### src/rtl/vsr_pkg.sv
// Overview of operation
// Memory address outputs multiplex row and column address inputs.
// During refresh the refresh row counter drives the memory address.
// Four row strobes assert so the memory captures the row address.
// Row strobes also capture the refresh row address during refresh.
// Four column strobes assert so the memory captures the column address.
// Transfer cycle drives transfer/output-enable low before row strobe falls, high before rise.
// Ordinary write keeps transfer/output-enable high throughout.
// Read asserts transfer/output-enable after column strobe, releases after column strobe releases.
// First column enable asserted at programming: status output flags refresh active.
// First column enable negated at programming: status output requests refresh every interval.
// Due refresh with inhibit negated runs internally as soon as arbitration allows.
// With inhibit asserted the outside system owns refresh via the request input.
// Request with inhibit gives burst refreshes; without inhibit clears the row counter.
// Programming choices are captured only while program load is low.
// A programming bit chosen at load selects the 13 or 15 microsecond interval.
package vsr_pkg;
  localparam int ADDR_W = 11;
  localparam int REF_NS_SHORT = 13000;
  localparam int REF_NS_LONG = 15000;
  localparam int CLK_NS = 4;
  localparam int REF_CYC_SHORT = REF_NS_SHORT / CLK_NS;
  localparam int REF_CYC_LONG = REF_NS_LONG / CLK_NS;
  localparam int INTERVAL_SEL_BIT = 0;
  localparam logic [3:0] STROBE_IDLE = 4'hF;
  localparam logic [3:0] STROBE_ALL = 4'h0;

  typedef enum logic [6:0] {
    VSR_IDLE = 7'h01,
    VSR_ROW = 7'h02,
    VSR_COL = 7'h04,
    VSR_OE = 7'h08,
    VSR_DROP = 7'h10,
    VSR_REF = 7'h20,
    VSR_PRE = 7'h40
  } vsr_state_t;

  typedef struct packed {
    logic [3:0] row_strobe_n;
    logic [3:0] col_strobe_n;
    logic transfer_output_enable_n;
  } vsr_strobes_t;
endpackage

### src/rtl/vsr_ctrl.sv
`timescale 1ns/1ns
module vsr_ctrl #(
  parameter int ADDR_W = vsr_pkg::ADDR_W,
  parameter int REF_CYC_SHORT = vsr_pkg::REF_CYC_SHORT,
  parameter int REF_CYC_LONG = vsr_pkg::REF_CYC_LONG
) (
  input wire logic clock_in,
  input wire logic resetn_in,
  input wire logic [ADDR_W-1:0] row_addr_in,
  input wire logic [ADDR_W-1:0] col_addr_in,
  input wire logic access_req_in,
  input wire logic write_in,
  input wire logic shift_reg_load_req_in,
  input wire logic [3:0] row_sel_in,
  input wire logic [3:0] col_sel_in,
  input wire logic col_enable_first_n_in,
  input wire logic program_load_n_in,
  input wire logic refresh_inhibit_n_in,
  input wire logic refresh_request_n_in,
  output logic [ADDR_W-1:0] mem_addr_out,
  output logic [3:0] row_strobe_n_out,
  output logic [3:0] col_strobe_n_out,
  output logic transfer_output_enable_n_out,
  output logic refresh_status_n_out,
  output logic access_busy_out
);
  // Refresh and programming control pins pass two flops before use
  logic [1:0] inh_sync, req_sync, ml_sync, ecas_sync;
  logic inhibit_n, request_n, ml_n, ecas_n;
  always_ff @(posedge clock_in) begin
    inh_sync <= {inh_sync[0], refresh_inhibit_n_in};
    req_sync <= {req_sync[0], refresh_request_n_in};
    ml_sync <= {ml_sync[0], program_load_n_in};
    ecas_sync <= {ecas_sync[0], col_enable_first_n_in};
  end
  assign inhibit_n = inh_sync[1];
  assign request_n = req_sync[1];
  assign ml_n = ml_sync[1];
  assign ecas_n = ecas_sync[1];

  // Programming latch, open only while load is low
  logic mode_active_flag;
  logic interval_long;
  always_ff @(posedge clock_in) begin
    if (!resetn_in) begin
      mode_active_flag <= 1'b0;
      interval_long <= 1'b0;
    end else if (!ml_n) begin
      mode_active_flag <= !ecas_n;
      interval_long <= row_addr_in[vsr_pkg::INTERVAL_SEL_BIT];
    end
  end

  // Interval timer; a single tick pulse marks refresh due
  logic [15:0] ref_timer;
  logic [15:0] ref_limit;
  wire ref_tick = (ref_timer == 16'h0000);
  assign ref_limit = interval_long ? 16'(REF_CYC_LONG - 1) : 16'(REF_CYC_SHORT - 1);
  always_ff @(posedge clock_in) begin
    if (!resetn_in) begin
      ref_timer <= 16'(REF_CYC_SHORT - 1);
    end else if (ref_tick) begin
      ref_timer <= ref_limit;
    end else begin
      ref_timer <= ref_timer - 16'h0001;
    end
  end

  // Pending refresh: tick (inhibit negated) or external request sets, start clears; set wins
  logic ref_pending;
  logic [ADDR_W-1:0] ref_row;
  logic is_write, is_xfer, state_was_ref;
  vsr_pkg::vsr_state_t state, next_state;
  wire start_ref = (state == vsr_pkg::VSR_IDLE) && ref_pending;
  wire ext_req = !request_n && !inhibit_n;
  wire clear_row = !request_n && inhibit_n;
  always_ff @(posedge clock_in) begin
    if (!resetn_in) begin
      ref_pending <= 1'b0;
    end else if ((ref_tick && inhibit_n) || ext_req) begin
      ref_pending <= 1'b1;
    end else if (start_ref) begin
      ref_pending <= 1'b0;
    end
  end

  // Refresh row counter; cleared by request when refresh enabled
  always_ff @(posedge clock_in) begin
    if (!resetn_in) begin
      ref_row <= '0;
    end else if (clear_row) begin
      ref_row <= '0;
    end else if (state == vsr_pkg::VSR_PRE && state_was_ref) begin
      ref_row <= ref_row + 1'b1;
    end
  end

  // Access attributes latched at start
  logic [3:0] row_sel, col_sel;
  wire start_acc = (state == vsr_pkg::VSR_IDLE) && !ref_pending && access_req_in;
  always_ff @(posedge clock_in) begin
    if (!resetn_in) begin
      is_write <= 1'b0;
      is_xfer <= 1'b0;
      state_was_ref <= 1'b0;
      row_sel <= 4'h0;
      col_sel <= 4'h0;
    end else if (start_acc) begin
      is_write <= write_in;
      is_xfer <= shift_reg_load_req_in;
      state_was_ref <= 1'b0;
      row_sel <= row_sel_in;
      col_sel <= col_sel_in;
    end else if (start_ref) begin
      is_xfer <= 1'b0; // Stale transfer flag must not colour a refresh
      state_was_ref <= 1'b1;
    end
  end

  // Sequencer: pending refresh beats a new access in idle; an access held in OE delays it
  always_comb begin
    next_state = state;
    case (state)
      vsr_pkg::VSR_IDLE: begin
        if (ref_pending) next_state = vsr_pkg::VSR_REF;
        else if (access_req_in) next_state = vsr_pkg::VSR_ROW;
      end
      vsr_pkg::VSR_ROW: next_state = vsr_pkg::VSR_COL;
      vsr_pkg::VSR_COL: next_state = vsr_pkg::VSR_OE;
      vsr_pkg::VSR_OE: begin
        if (!access_req_in) next_state = vsr_pkg::VSR_DROP;
      end
      vsr_pkg::VSR_DROP: next_state = vsr_pkg::VSR_PRE;
      vsr_pkg::VSR_REF: next_state = vsr_pkg::VSR_PRE;
      vsr_pkg::VSR_PRE: next_state = vsr_pkg::VSR_IDLE;
      default: next_state = vsr_pkg::VSR_IDLE;
    endcase
  end
  always_ff @(posedge clock_in) begin
    if (!resetn_in) state <= vsr_pkg::VSR_IDLE;
    else state <= next_state;
  end

  // Strobe decode; transfer strobe falls one cycle before row strobe and rises before it
  vsr_pkg::vsr_strobes_t next_str, str;
  logic [ADDR_W-1:0] next_addr;
  wire in_acc = (state == vsr_pkg::VSR_ROW) || (state == vsr_pkg::VSR_COL) || (state == vsr_pkg::VSR_OE);
  wire ras_on = in_acc || (state == vsr_pkg::VSR_REF);
  wire cas_on = (state == vsr_pkg::VSR_COL) || (state == vsr_pkg::VSR_OE);
  wire xfer_oe = (start_acc && shift_reg_load_req_in) ||
                 (is_xfer && (state == vsr_pkg::VSR_ROW || state == vsr_pkg::VSR_COL));
  wire read_oe = !is_write && !is_xfer && (state == vsr_pkg::VSR_OE || state == vsr_pkg::VSR_DROP);
  assign next_str.row_strobe_n = ras_on ? ~(state == vsr_pkg::VSR_REF ? 4'hF : row_sel) : vsr_pkg::STROBE_IDLE;
  assign next_str.col_strobe_n = (cas_on && !is_xfer) ? ~col_sel : vsr_pkg::STROBE_IDLE;
  assign next_str.transfer_output_enable_n = !(xfer_oe || read_oe);
  assign next_addr = (state == vsr_pkg::VSR_REF) ? ref_row :
                     (cas_on ? col_addr_in : row_addr_in);

  // Registered outputs, one cycle after the state; busy comes straight from the state
  always_ff @(posedge clock_in) begin
    if (!resetn_in) begin
      str <= '{vsr_pkg::STROBE_IDLE, vsr_pkg::STROBE_IDLE, 1'b1};
      mem_addr_out <= '0;
      refresh_status_n_out <= 1'b1;
    end else begin
      str <= next_str;
      mem_addr_out <= next_addr;
      if (mode_active_flag) begin
        refresh_status_n_out <= !(start_ref || state == vsr_pkg::VSR_REF ||
                                  (state == vsr_pkg::VSR_PRE && state_was_ref));
      end else begin
        refresh_status_n_out <= !(ref_pending || ref_tick);
      end
    end
  end
  assign row_strobe_n_out = str.row_strobe_n;
  assign col_strobe_n_out = str.col_strobe_n;
  assign transfer_output_enable_n_out = str.transfer_output_enable_n;
  assign access_busy_out = (state != vsr_pkg::VSR_IDLE);

  property p_ref_addr;
    @(posedge clock_in) disable iff (!resetn_in)
      state == vsr_pkg::VSR_REF |=> mem_addr_out == $past(ref_row) && row_strobe_n_out == 4'h0;
  endproperty
  a_ref_addr: assert property (p_ref_addr) else $error("refresh address or strobe wrong");
  property p_write_oe;
    @(posedge clock_in) disable iff (!resetn_in)
      (in_acc && is_write && !is_xfer) |=> transfer_output_enable_n_out;
  endproperty
  a_write_oe: assert property (p_write_oe) else $error("write drove output enable");
  property p_read_oe;
    @(posedge clock_in) disable iff (!resetn_in)
      $fell(transfer_output_enable_n_out) && !is_xfer |-> col_strobe_n_out != 4'hF || col_sel == 4'h0;
  endproperty
  a_read_oe: assert property (p_read_oe) else $error("output enable before column strobe");
  property p_xfer;
    @(posedge clock_in) disable iff (!resetn_in)
      $fell(row_strobe_n_out[0]) && is_xfer |-> !transfer_output_enable_n_out && $past(!transfer_output_enable_n_out);
  endproperty
  a_xfer: assert property (p_xfer) else $error("transfer strobe late");
  property p_due;
    @(posedge clock_in) disable iff (!resetn_in)
      ref_tick && inhibit_n |=> ref_pending ##[1:20] state == vsr_pkg::VSR_REF;
  endproperty
  a_due: assert property (p_due) else $error("due refresh not run");
  property p_ml;
    @(posedge clock_in) disable iff (!resetn_in)
      ml_n |=> $stable(mode_active_flag) && $stable(interval_long);
  endproperty
  a_ml: assert property (p_ml) else $error("programming changed without load");
  property p_clr;
    @(posedge clock_in) disable iff (!resetn_in)
      clear_row |=> ref_row == '0;
  endproperty
  a_clr: assert property (p_clr) else $error("row counter not cleared");
  property p_refresh_due_flag;
    @(posedge clock_in) disable iff (!resetn_in)
      !mode_active_flag && ref_tick |=> !refresh_status_n_out;
  endproperty
  a_refresh_due_flag: assert property (p_refresh_due_flag) else $error("refresh due not signalled");

  // Row address follows the host row while the row strobe is set up
  property p_addr_row;
    @(posedge clock_in) disable iff (!resetn_in)
      state == vsr_pkg::VSR_ROW |=> mem_addr_out == $past(row_addr_in);
  endproperty
  a_addr_row: assert property (p_addr_row) else $error("row address not on bus");

  // Column address replaces it once the column phase starts
  property p_addr_col;
    @(posedge clock_in) disable iff (!resetn_in)
      state == vsr_pkg::VSR_COL |=> mem_addr_out == $past(col_addr_in);
  endproperty
  a_addr_col: assert property (p_addr_col) else $error("column address not on bus");

  // Column strobe only ever follows an open row, except when row_sel is 4'h0 and no row strobe asserts
  property p_ras_before_cas;
    @(posedge clock_in) disable iff (!resetn_in)
      col_strobe_n_out != 4'hF |-> $past(row_strobe_n_out) != 4'hF || row_sel == 4'h0;
  endproperty
  a_ras_before_cas: assert property (p_ras_before_cas) else $error("column strobe without row");

  // Refresh never strobes a column
  property p_ref_no_cas;
    @(posedge clock_in) disable iff (!resetn_in)
      state == vsr_pkg::VSR_REF |=> col_strobe_n_out == 4'hF;
  endproperty
  a_ref_no_cas: assert property (p_ref_no_cas) else $error("column strobe in refresh");

  // Strobes close as the access drops, leaving precharge clean
  property p_precharge;
    @(posedge clock_in) disable iff (!resetn_in)
      state == vsr_pkg::VSR_DROP |=> row_strobe_n_out == 4'hF && col_strobe_n_out == 4'hF;
  endproperty
  a_precharge: assert property (p_precharge) else $error("strobes open after drop");

  // Transfer cycles keep column strobes idle
  property p_xfer_no_cas;
    @(posedge clock_in) disable iff (!resetn_in)
      is_xfer && in_acc |=> col_strobe_n_out == 4'hF;
  endproperty
  a_xfer_no_cas: assert property (p_xfer_no_cas) else $error("column strobe in transfer");

  // Read enable lets go only after the column strobe has
  property p_read_release;
    @(posedge clock_in) disable iff (!resetn_in)
      $rose(transfer_output_enable_n_out) && !is_xfer |-> $past(col_strobe_n_out) == 4'hF;
  endproperty
  a_read_release: assert property (p_read_release) else $error("output enable released early");

  // Flag mode holds status low through the refresh beat
  property p_flag_hold;
    @(posedge clock_in) disable iff (!resetn_in)
      mode_active_flag && state == vsr_pkg::VSR_REF |=> !refresh_status_n_out;
  endproperty
  a_flag_hold: assert property (p_flag_hold) else $error("refresh flag missing");

  // Flag mode status negates only with all row strobes idle
  property p_flag_release;
    @(posedge clock_in) disable iff (!resetn_in)
      mode_active_flag && $rose(refresh_status_n_out) |-> row_strobe_n_out == 4'hF;
  endproperty
  a_flag_release: assert property (p_flag_release) else $error("refresh flag dropped early");

  // Held external request chains refreshes back to back
  property p_burst;
    @(posedge clock_in) disable iff (!resetn_in)
      ext_req && state == vsr_pkg::VSR_PRE |-> ##2 state == vsr_pkg::VSR_REF;
  endproperty
  a_burst: assert property (p_burst) else $error("burst refresh broken");

  // Load window copies the first column enable into the mode
  property p_ml_load;
    @(posedge clock_in) disable iff (!resetn_in)
      !ml_n |=> mode_active_flag == !$past(ecas_n);
  endproperty
  a_ml_load: assert property (p_ml_load) else $error("mode not captured at load");

  // Timer reloads with the programmed interval
  property p_interval;
    @(posedge clock_in) disable iff (!resetn_in)
      ref_tick |=> ref_timer == $past(ref_limit);
  endproperty
  a_interval: assert property (p_interval) else $error("interval reload wrong");
  c_ref: cover property (@(posedge clock_in) state == vsr_pkg::VSR_REF);
  c_read: cover property (@(posedge clock_in) read_oe);
  c_xfer: cover property (@(posedge clock_in) xfer_oe);
  c_clear: cover property (@(posedge clock_in) clear_row);
  c_burst: cover property (@(posedge clock_in) state == vsr_pkg::VSR_REF ##3 state == vsr_pkg::VSR_REF);
endmodule

### config.mk
export PLATFORM = sky130hd
export DESIGN_NAME = vsr_ctrl
export DESIGN_NICKNAME = d
export VERILOG_FILES = /design/src/rtl/vsr_pkg.sv /design/src/rtl/vsr_ctrl.sv
export SDC_FILE = /design/constraint.sdc
export NUM_CORES = 1
export LEC_CHECK = 0
export BUFFER_PORTS_ARGS = -buffer_cell sky130_fd_sc_hd__buf_4
export CORE_ASPECT_RATIO = 0.5
export CORE_MARGIN = 2
export CORE_UTILIZATION = 50
export CTS_CLUSTER_SIZE = 14
export DETAILED_ROUTE_END_ITERATION = 8
export GPL_TIMING_DRIVEN = 0
export PLACE_DENSITY = 0.78
export REMOVE_ABC_BUFFERS = 1
export SLEW_MARGIN = 20
export SYNTH_ARGS = -nofsm -noshare
export SYNTH_HDL_FRONTEND = slang
export SYNTH_SLANG_ARGS = --single-unit
export TNS_END_PERCENT = 20
### constraint.sdc
create_clock -name clock_in -period 4.2 [get_ports clock_in]
set_clock_uncertainty 0.05 [all_clocks]
set_input_delay 0 -clock clock_in [delete_from_list [all_inputs] [get_ports clock_in]]
set_output_delay 0 -clock clock_in [all_outputs]
set_load 0.1 [all_outputs]
-- Yosys cells after proc, flatten, opt, wreduce, memory -nomap -nowiden
Index checks and enable logic that the tools add are counted.
- flip-flop bits (word level): 77
- input port bits: 39
- output and inout bits: 22
- logic and storage cells: 89
- $add $sub $neg: 2
- equal/unequal tests: 10
- mux-type cells: 13
- bitwise operators: 3
- reductions and logical operators: 41
- operators by type and width (kind ; number):
    case mux 7 bit (5 select lines) ; 1
    two-way mux 11 bit ; 2
    two-way mux 7 bit ; 3
    zero test 16 bit ; 1
    two-way mux 16 bit ; 1
    subtractor 16 x 1 -> 16 bit (second input constant) ; 1
    logical AND 1 bit ; 12
    adder 11 x 1 -> 11 bit (second input constant) ; 1
    logical OR 1 bit ; 11
    two-way mux 10 bit ; 1
    zero test 1 bit ; 9
    inverter 4 bit ; 2
    equality test 7 x 1 -> 1 bit (second input constant) ; 1
    equality test 7 x 2 -> 1 bit (second input constant) ; 1
    equality test 7 x 3 -> 1 bit (second input constant) ; 1
    equality test 7 x 4 -> 1 bit (second input constant) ; 1
    equality test 7 x 5 -> 1 bit (second input constant) ; 1
    equality test 7 x 6 -> 1 bit (second input constant) ; 1
    equality test 7 bit (second input constant) ; 1
    != test 7 x 1 -> 1 bit (second input constant) ; 1
    AND reduction 2 bit ; 3
    OR reduction 2 bit ; 3
    two-way mux 1 bit ; 4
    two-way mux 4 bit ; 1
    other kinds (4) ; 5

-- Depth between registers and ports, before layout
- word-level depth: 7
- gate-level depth with buffers: 6
- depth with buffers taken out: 6

-- Worst setup path before layout
OpenSTA, ideal clock, no wires.
- kind: register to register
- from: register state[2]
- to: register is_xfer
- library setup time: 132 ps
- data arrival time: 1784 ps
- required time: 4018 ps
- slack: 2233 ps
- stages on the path, launching flop included: 7
- path buffers: 1
- clock period less this slack: 1967 ps
- cell sequence: dfxtp_1 -> buf_4 -> nor4b_1 -> and2_1 -> inv_1 -> o21ai_0 -> a21oi_1
- word-level cells in the longest chain between the ends: 4
- elaborated cells between the ends (all ways): 6
- those cells by class: eq/ne (1); mux (1); reduce/logical (4)
- RTL lines (item ; RTL line ; text):
    start: declaration ; vsr_ctrl.sv:73 ; vsr_pkg::vsr_state_t state, next_state;
    start signal: assignment ; vsr_ctrl.sv:140 ; if (!resetn_in) state <= vsr_pkg::VSR_IDLE;
    start signal: assignment ; vsr_ctrl.sv:141 ; else state <= next_state;
    equality test 7 x 1 -> 1 bit * ; vsr_ctrl.sv:74, vsr_ctrl.sv:100 ;
    logical AND 1 bit (2 in series) ; vsr_ctrl.sv:100 ; wire start_acc = (state == vsr_pkg::VSR_IDLE) && !ref_pending && access_req_in;
    two-way mux 1 bit or nonzero test 2 bit (tied branches) ; - ;
    end signal: assignment ; vsr_ctrl.sv:110 ; is_xfer <= shift_reg_load_req_in;
    end: declaration ; vsr_ctrl.sv:72 ; logic is_write, is_xfer, state_was_ref;
Every way passes the cells marked *; elsewhere a longest branch is shown, timed or not.
A chain may end at the register's enable or synchronous reset.

-- Worst setup path in the final report
- from: register state[2]
- to: register mem_addr_out[9]
- word-level cells in the longest chain between the ends: 4
- elaborated cells between the ends (all ways): 6
- those cells by class: eq/ne (3); mux (2); reduce/logical (1)
- RTL lines (item ; RTL line ; text):
    equality test 7 x 3 -> 1 bit or equality test 7 x 4 -> 1 bit (tied branches) ; vsr_ctrl.sv:149 ; wire cas_on = (state == vsr_pkg::VSR_COL) || (state == vsr_pkg::VSR_OE);
    logical OR 1 bit ; vsr_ctrl.sv:149 ;
    two-way mux 11 bit ; vsr_ctrl.sv:157 ; (cas_on ? col_addr_in : row_addr_in);
    two-way mux 11 bit * ; vsr_ctrl.sv:156 ; assign next_addr = (state == vsr_pkg::VSR_REF) ? ref_row :
    end signal: assignment ; vsr_ctrl.sv:167 ; mem_addr_out <= next_addr;
    end: declaration ; vsr_ctrl.sv:20 ; output logic [ADDR_W-1:0] mem_addr_out,
Marks and branches as above.

==> flow_results.org <==
** Synth
- Synth Register Bits :: 77
- Yosys mapped a number of flops with a built-in enable equal to 0.
- Synth top area cells :: sky130_fd_sc_hd__dfxtp_1, sky130_fd_sc_hd__nand2_1, sky130_fd_sc_hd__a21oi_1
- The mapped netlist covers 3160 um^2.
- Of all cell types, the one taking the most synthesized area is sky130_fd_sc_hd__dfxtp_1.
- Yosys cell types :: 52
- Post-Synthesis Cells :: 352
- For this run, the leading register cell type out of synthesis is sky130_fd_sc_hd__dfxtp_1.
- Share of Yosys cell area claimed by the top area cell type :: 48.8%
- Yosys printed 0 warnings.
- For this run, asynchronously set or reset flops after synthesis account for 0%.
- In this run the mean area of a mapped cell was 8.97 um^2.
- Of the synthesized area, sequential elements account for 48.8%.

** Global routing
- The number of global-route vias before repair came to 2,656.
- Entering global routing, the biggest net connects 24 pins.
- Initial antenna violation count :: 0
- GRT Overall Usage :: approximately 22%
- Global routing finished with a remaining overflow of 0.
- Wire length of the first global-routing pass :: 11.8 mm

** STA
- Actual transition at the worst max-transition pin :: 0.908 ns
- The worst pin sits at a relative slew slack of between 30% and 40%.
- RSZ-0062 raised after global routing :: false
- Final period demand of the worst path :: 2.93 ns
- The final critical path takes up 69.8% of the cycle.
- Total of endpoints with negative setup slack in the final report :: 0
- The number of pins with negative max-slew slack in the final report is 0.
- Final hold vios :: 0
- Setup total negative slack on the finished layout was measured at 0 ns.
- Timing would allow up to between 300 and 400 MHz.

** Clocking
- Clock tree from TritonCTS :: built
- CTS root buf :: sky130_fd_sc_hd__clkbuf_16
- Buffers added to address setup during post-CTS repair amount to 0.
- In this run, CTS created clock tree buffers numbering 9.
- Number of resized instances in the post-cts repair step :: 0
- Clk_lat worst skew :: 0.34 ns
- H-Tree Level Count :: 3
- The clock net in this run drives a total of slightly below 80 sinks.
- After clock tree synthesis, the clock-pin slew on the worst setup and hold paths is 0.06 ns.
- No sink is reached through more buffers than the 2 on the longest clock path.

** Run status
- The run finished with clean final reports.

** Layout
- The sequential cells in the finished layout cover a total of 1540 um^2.
- Area of all placed cells without fillers :: 4370 um^2
- Most common cell after layout, fill and taps aside :: sky130_fd_sc_hd__dfxtp_1
- In the final layout, the multi-input gates occupy 1500 um^2.
- The post-route netlist has 20.2% of its cells at a drive strength greater than 1.
- In the layout the commonest cells are sky130_fd_sc_hd__dfxtp_1, sky130_fd_sc_hd__buf_4, sky130_fd_sc_hd__nand2_1, sky130_fd_sc_hd__dlygate4sd3_1, sky130_fd_sc_hd__nor2_1.
- Net total in the final layout :: 487
- Fill cell count :: 440
- Synthesis-to-finish area growth :: 38.3%
- Diode count :: 0

** Power
- Cell internal power was estimated by the tool at around 1500 uW.
- The clock network burns 45.6% of the power.
- Switching Share :: 25.5%
- Largest vdd supply drop :: 0.000221 V
- Static leakage :: 0.00170 uW
- Power per Cell Area :: 446 nW/um^2
- Relative contribution of combinational cells to total power :: 13.7%
- The analysis attributes to net switching a power of between 400 and 500 uW.
- Sequential cells burn 40.7% of the power.

** Placed design
- The congestion estimate from routability-driven global placement came to 0.829.
- Cell area after placement :: approximately 3600 um^2
- The HPWL after detailed placement is 4.76 mm.
- Port Buf Inserts :: 60

** Worst setup path
- Counting both buffers and inverters, the worst setup path holds a total of 1.
- Worst Setup Path Type :: register to register
- The worst setup path is captured at a register.
- In this run the worst path has a maximum fanout of 23.
- Data on the critical path is required at its endpoint by 4.37 ns.
- STA classifies the critical path startpoint as a register.
- Worst path max stage delay :: 0.78 ns
- The largest individual stage delay along the critical path comes from the cell sky130_fd_sc_hd__nand4b_1.
- Cells traversed along the worst timing path :: nor3_1, nand4b_1, o21ai_0, a31oi_1, dlygate4sd3_1
- Gate family responsible for the most delay along the worst path :: simple AND/OR/NAND/NOR gates
- Worst path arrival time :: 3.10 ns

** Detailed routing
- Dividing the detail-routed via count by the number of cells gives 5.19.
- After detailed routing, the average wire length per cell comes to about 13 um.
- Antenna Nets Post-Route :: 0
- In the routed design, unresolved DRC markers number 0.
- Routed WL :: 7.11 mm
- The detailed router finished its first iteration with ~150 violations.
- Number of detailed-routing iterations run before antenna repair :: 5
- The routed layout has 2,800 vias.

** Die
- In this run the count of I/O pins placed on the die edge is between 60 and 70.
- Area of the die :: 7000 um^2
- Measured along the y axis, the die boundary spans 60.2 um.
- Effective utilization at floorplan :: 51.9%
- Overall die width :: 116 um
- In this run the core area contains 20 standard-cell rows.
- Area of the core region :: between 6000 and 7000 um^2

** Run
- Across the run, the number of max-cap violations was 0.

** Min path
- Hold Crit Class :: input port to register
-- flip-flops by register name (all words and copies together), names as in the netlist, 2 cells and up --
signal / count
ref_timer: 16
mem_addr_out: 11
ref_row: 11
state: 7
col_sel: 4
col_strobe_n_out: 4
row_sel: 4
row_strobe_n_out: 4
ecas_sync: 2
inh_sync: 2
ml_sync: 2
req_sync: 2
-- logic make-up (layout without fill, tap and decap cells) --
kind of cell | after synthesis | after routing | synth area share [%]
and+or+nand+nor | 158 | 158 | 28.1
DFF | 77 | 77 | 48.8
AOI/OAI and AO/OA | 67 | 67 | 12.1
buffers and inverters | 25 | 124 | 3.73
xor gates and xnor gates | 21 | 21 | 5.83
adders and majority gates | 2 | 2 | 0.793
muxes | 2 | 2 | 0.634
-- worst reg2reg max path, delay by kind of cell (launching register included) --
| family | cells | cell delay [ns] |
|---|---|---|
| buffers and inverters | 1 | 0.61 |
| AND/OR/NAND/NOR | 2 | 1.19 |
| AO/OA/AOI/OAI | 2 | 0.52 |
| flip-flops | 1 | 0.43 |
-- through the flow --
| stage | power, uW | setup slack [ns] | util [%] | std cells | hold slack (ns) |
|---|---|---|---|---|---|
| floorplan | 971 | 2.02 | - | 337 | -0.0223 |
| global placement | 1040 | 1.90 | 59.8 | 485 | 0.0544 |
| detailed placement | 1050 | 1.87 | 59.8 | 485 | 0.0556 |
| CTS | 1960 | 1.31 | 71.8 | 539 | 0.255 |
| global route | 2010 | 1.06 | 71.8 | 539 | 0.267 |
| finish | 1950 | 1.27 | 71.8 | 539 | 0.260 |
-- synth_stat cells, types with 3 or more instances --
| cell type | n |
|---|---|
| sky130_fd_sc_hd__nor2_2 | 3 |
| sky130_fd_sc_hd__clkbuf_1 | 8 |
| sky130_fd_sc_hd__o21ai_0 | 14 |
| sky130_fd_sc_hd__inv_1 | 9 |
| sky130_fd_sc_hd__o21ai_1 | 4 |
| sky130_fd_sc_hd__nor2b_1 | 3 |
| sky130_fd_sc_hd__xor2_1 | 13 |
| sky130_fd_sc_hd__nor4_2 | 5 |
| sky130_fd_sc_hd__a211o_1 | 3 |
| sky130_fd_sc_hd__and2_1 | 4 |
| sky130_fd_sc_hd__xnor2_1 | 8 |
| sky130_fd_sc_hd__or3_1 | 3 |
| sky130_fd_sc_hd__nand3_1 | 21 |
| sky130_fd_sc_hd__nor3_1 | 4 |
| sky130_fd_sc_hd__nor4b_1 | 3 |
| sky130_fd_sc_hd__a31oi_1 | 11 |
| sky130_fd_sc_hd__nand2_1 | 53 |
| sky130_fd_sc_hd__nor2_1 | 28 |
| sky130_fd_sc_hd__dfxtp_1 | 77 |
| sky130_fd_sc_hd__nand4b_1 | 4 |
| sky130_fd_sc_hd__nand4_1 | 5 |
| sky130_fd_sc_hd__buf_2 | 4 |
| sky130_fd_sc_hd__a21oi_1 | 27 |
-- power groups by stage --
stage	Combinational (uW)	Clock [uW]	Sequential, uW
3_3_place_gp	234	0	806
3_5_place_dp	238	0	808
4_1_cts	267	899	792
6_report	268	887	793
5_1_grt	290	929	796
2_1_floorplan	111	0	860
-- path summary, 6_finish.rpt --
kind,from,end,slack (ns),cells past startpoint
setup / recovery,state[2],mem_addr_out[9],1.27,5
hold reg to reg,ecas_sync[0],ecas_sync[1],0.28,0
setup reg to reg,state[2],mem_addr_out[9],1.27,5
hold / removal,refresh_request_n_in,req_sync[0],0.26,2
-- repair_timing --
action,CTS,global route
endpoints found under the hold margin,31,0
endpoints found under the setup margin,0,0
hold buffers,38,0
-- layer usage --
metal / GRT usage, % / share of wire, % / wire length, um / vias up
met5: 0 / 0 / 0 / -
met4: 7.82 / 1.3 / 94 / 0
met3: 6.09 / 6.1 / 437 / 11
met2: 38.1 / 48 / 3440 / 78
met1: 26.8 / 44 / 3130 / 1288
li1: - / - / - / 1423
-- layout make-up --
cell class,instances,share of cell area (%)
sequential,77,35.3
clock inverter,7,2.81
inverter,10,0.860
clock buffer,9,5.16
multi-input combinational,250,34.3
tap,88,2.52
timing repair buffer,98,19.0
No activity file was read; power rests on OpenSTA's default activity.
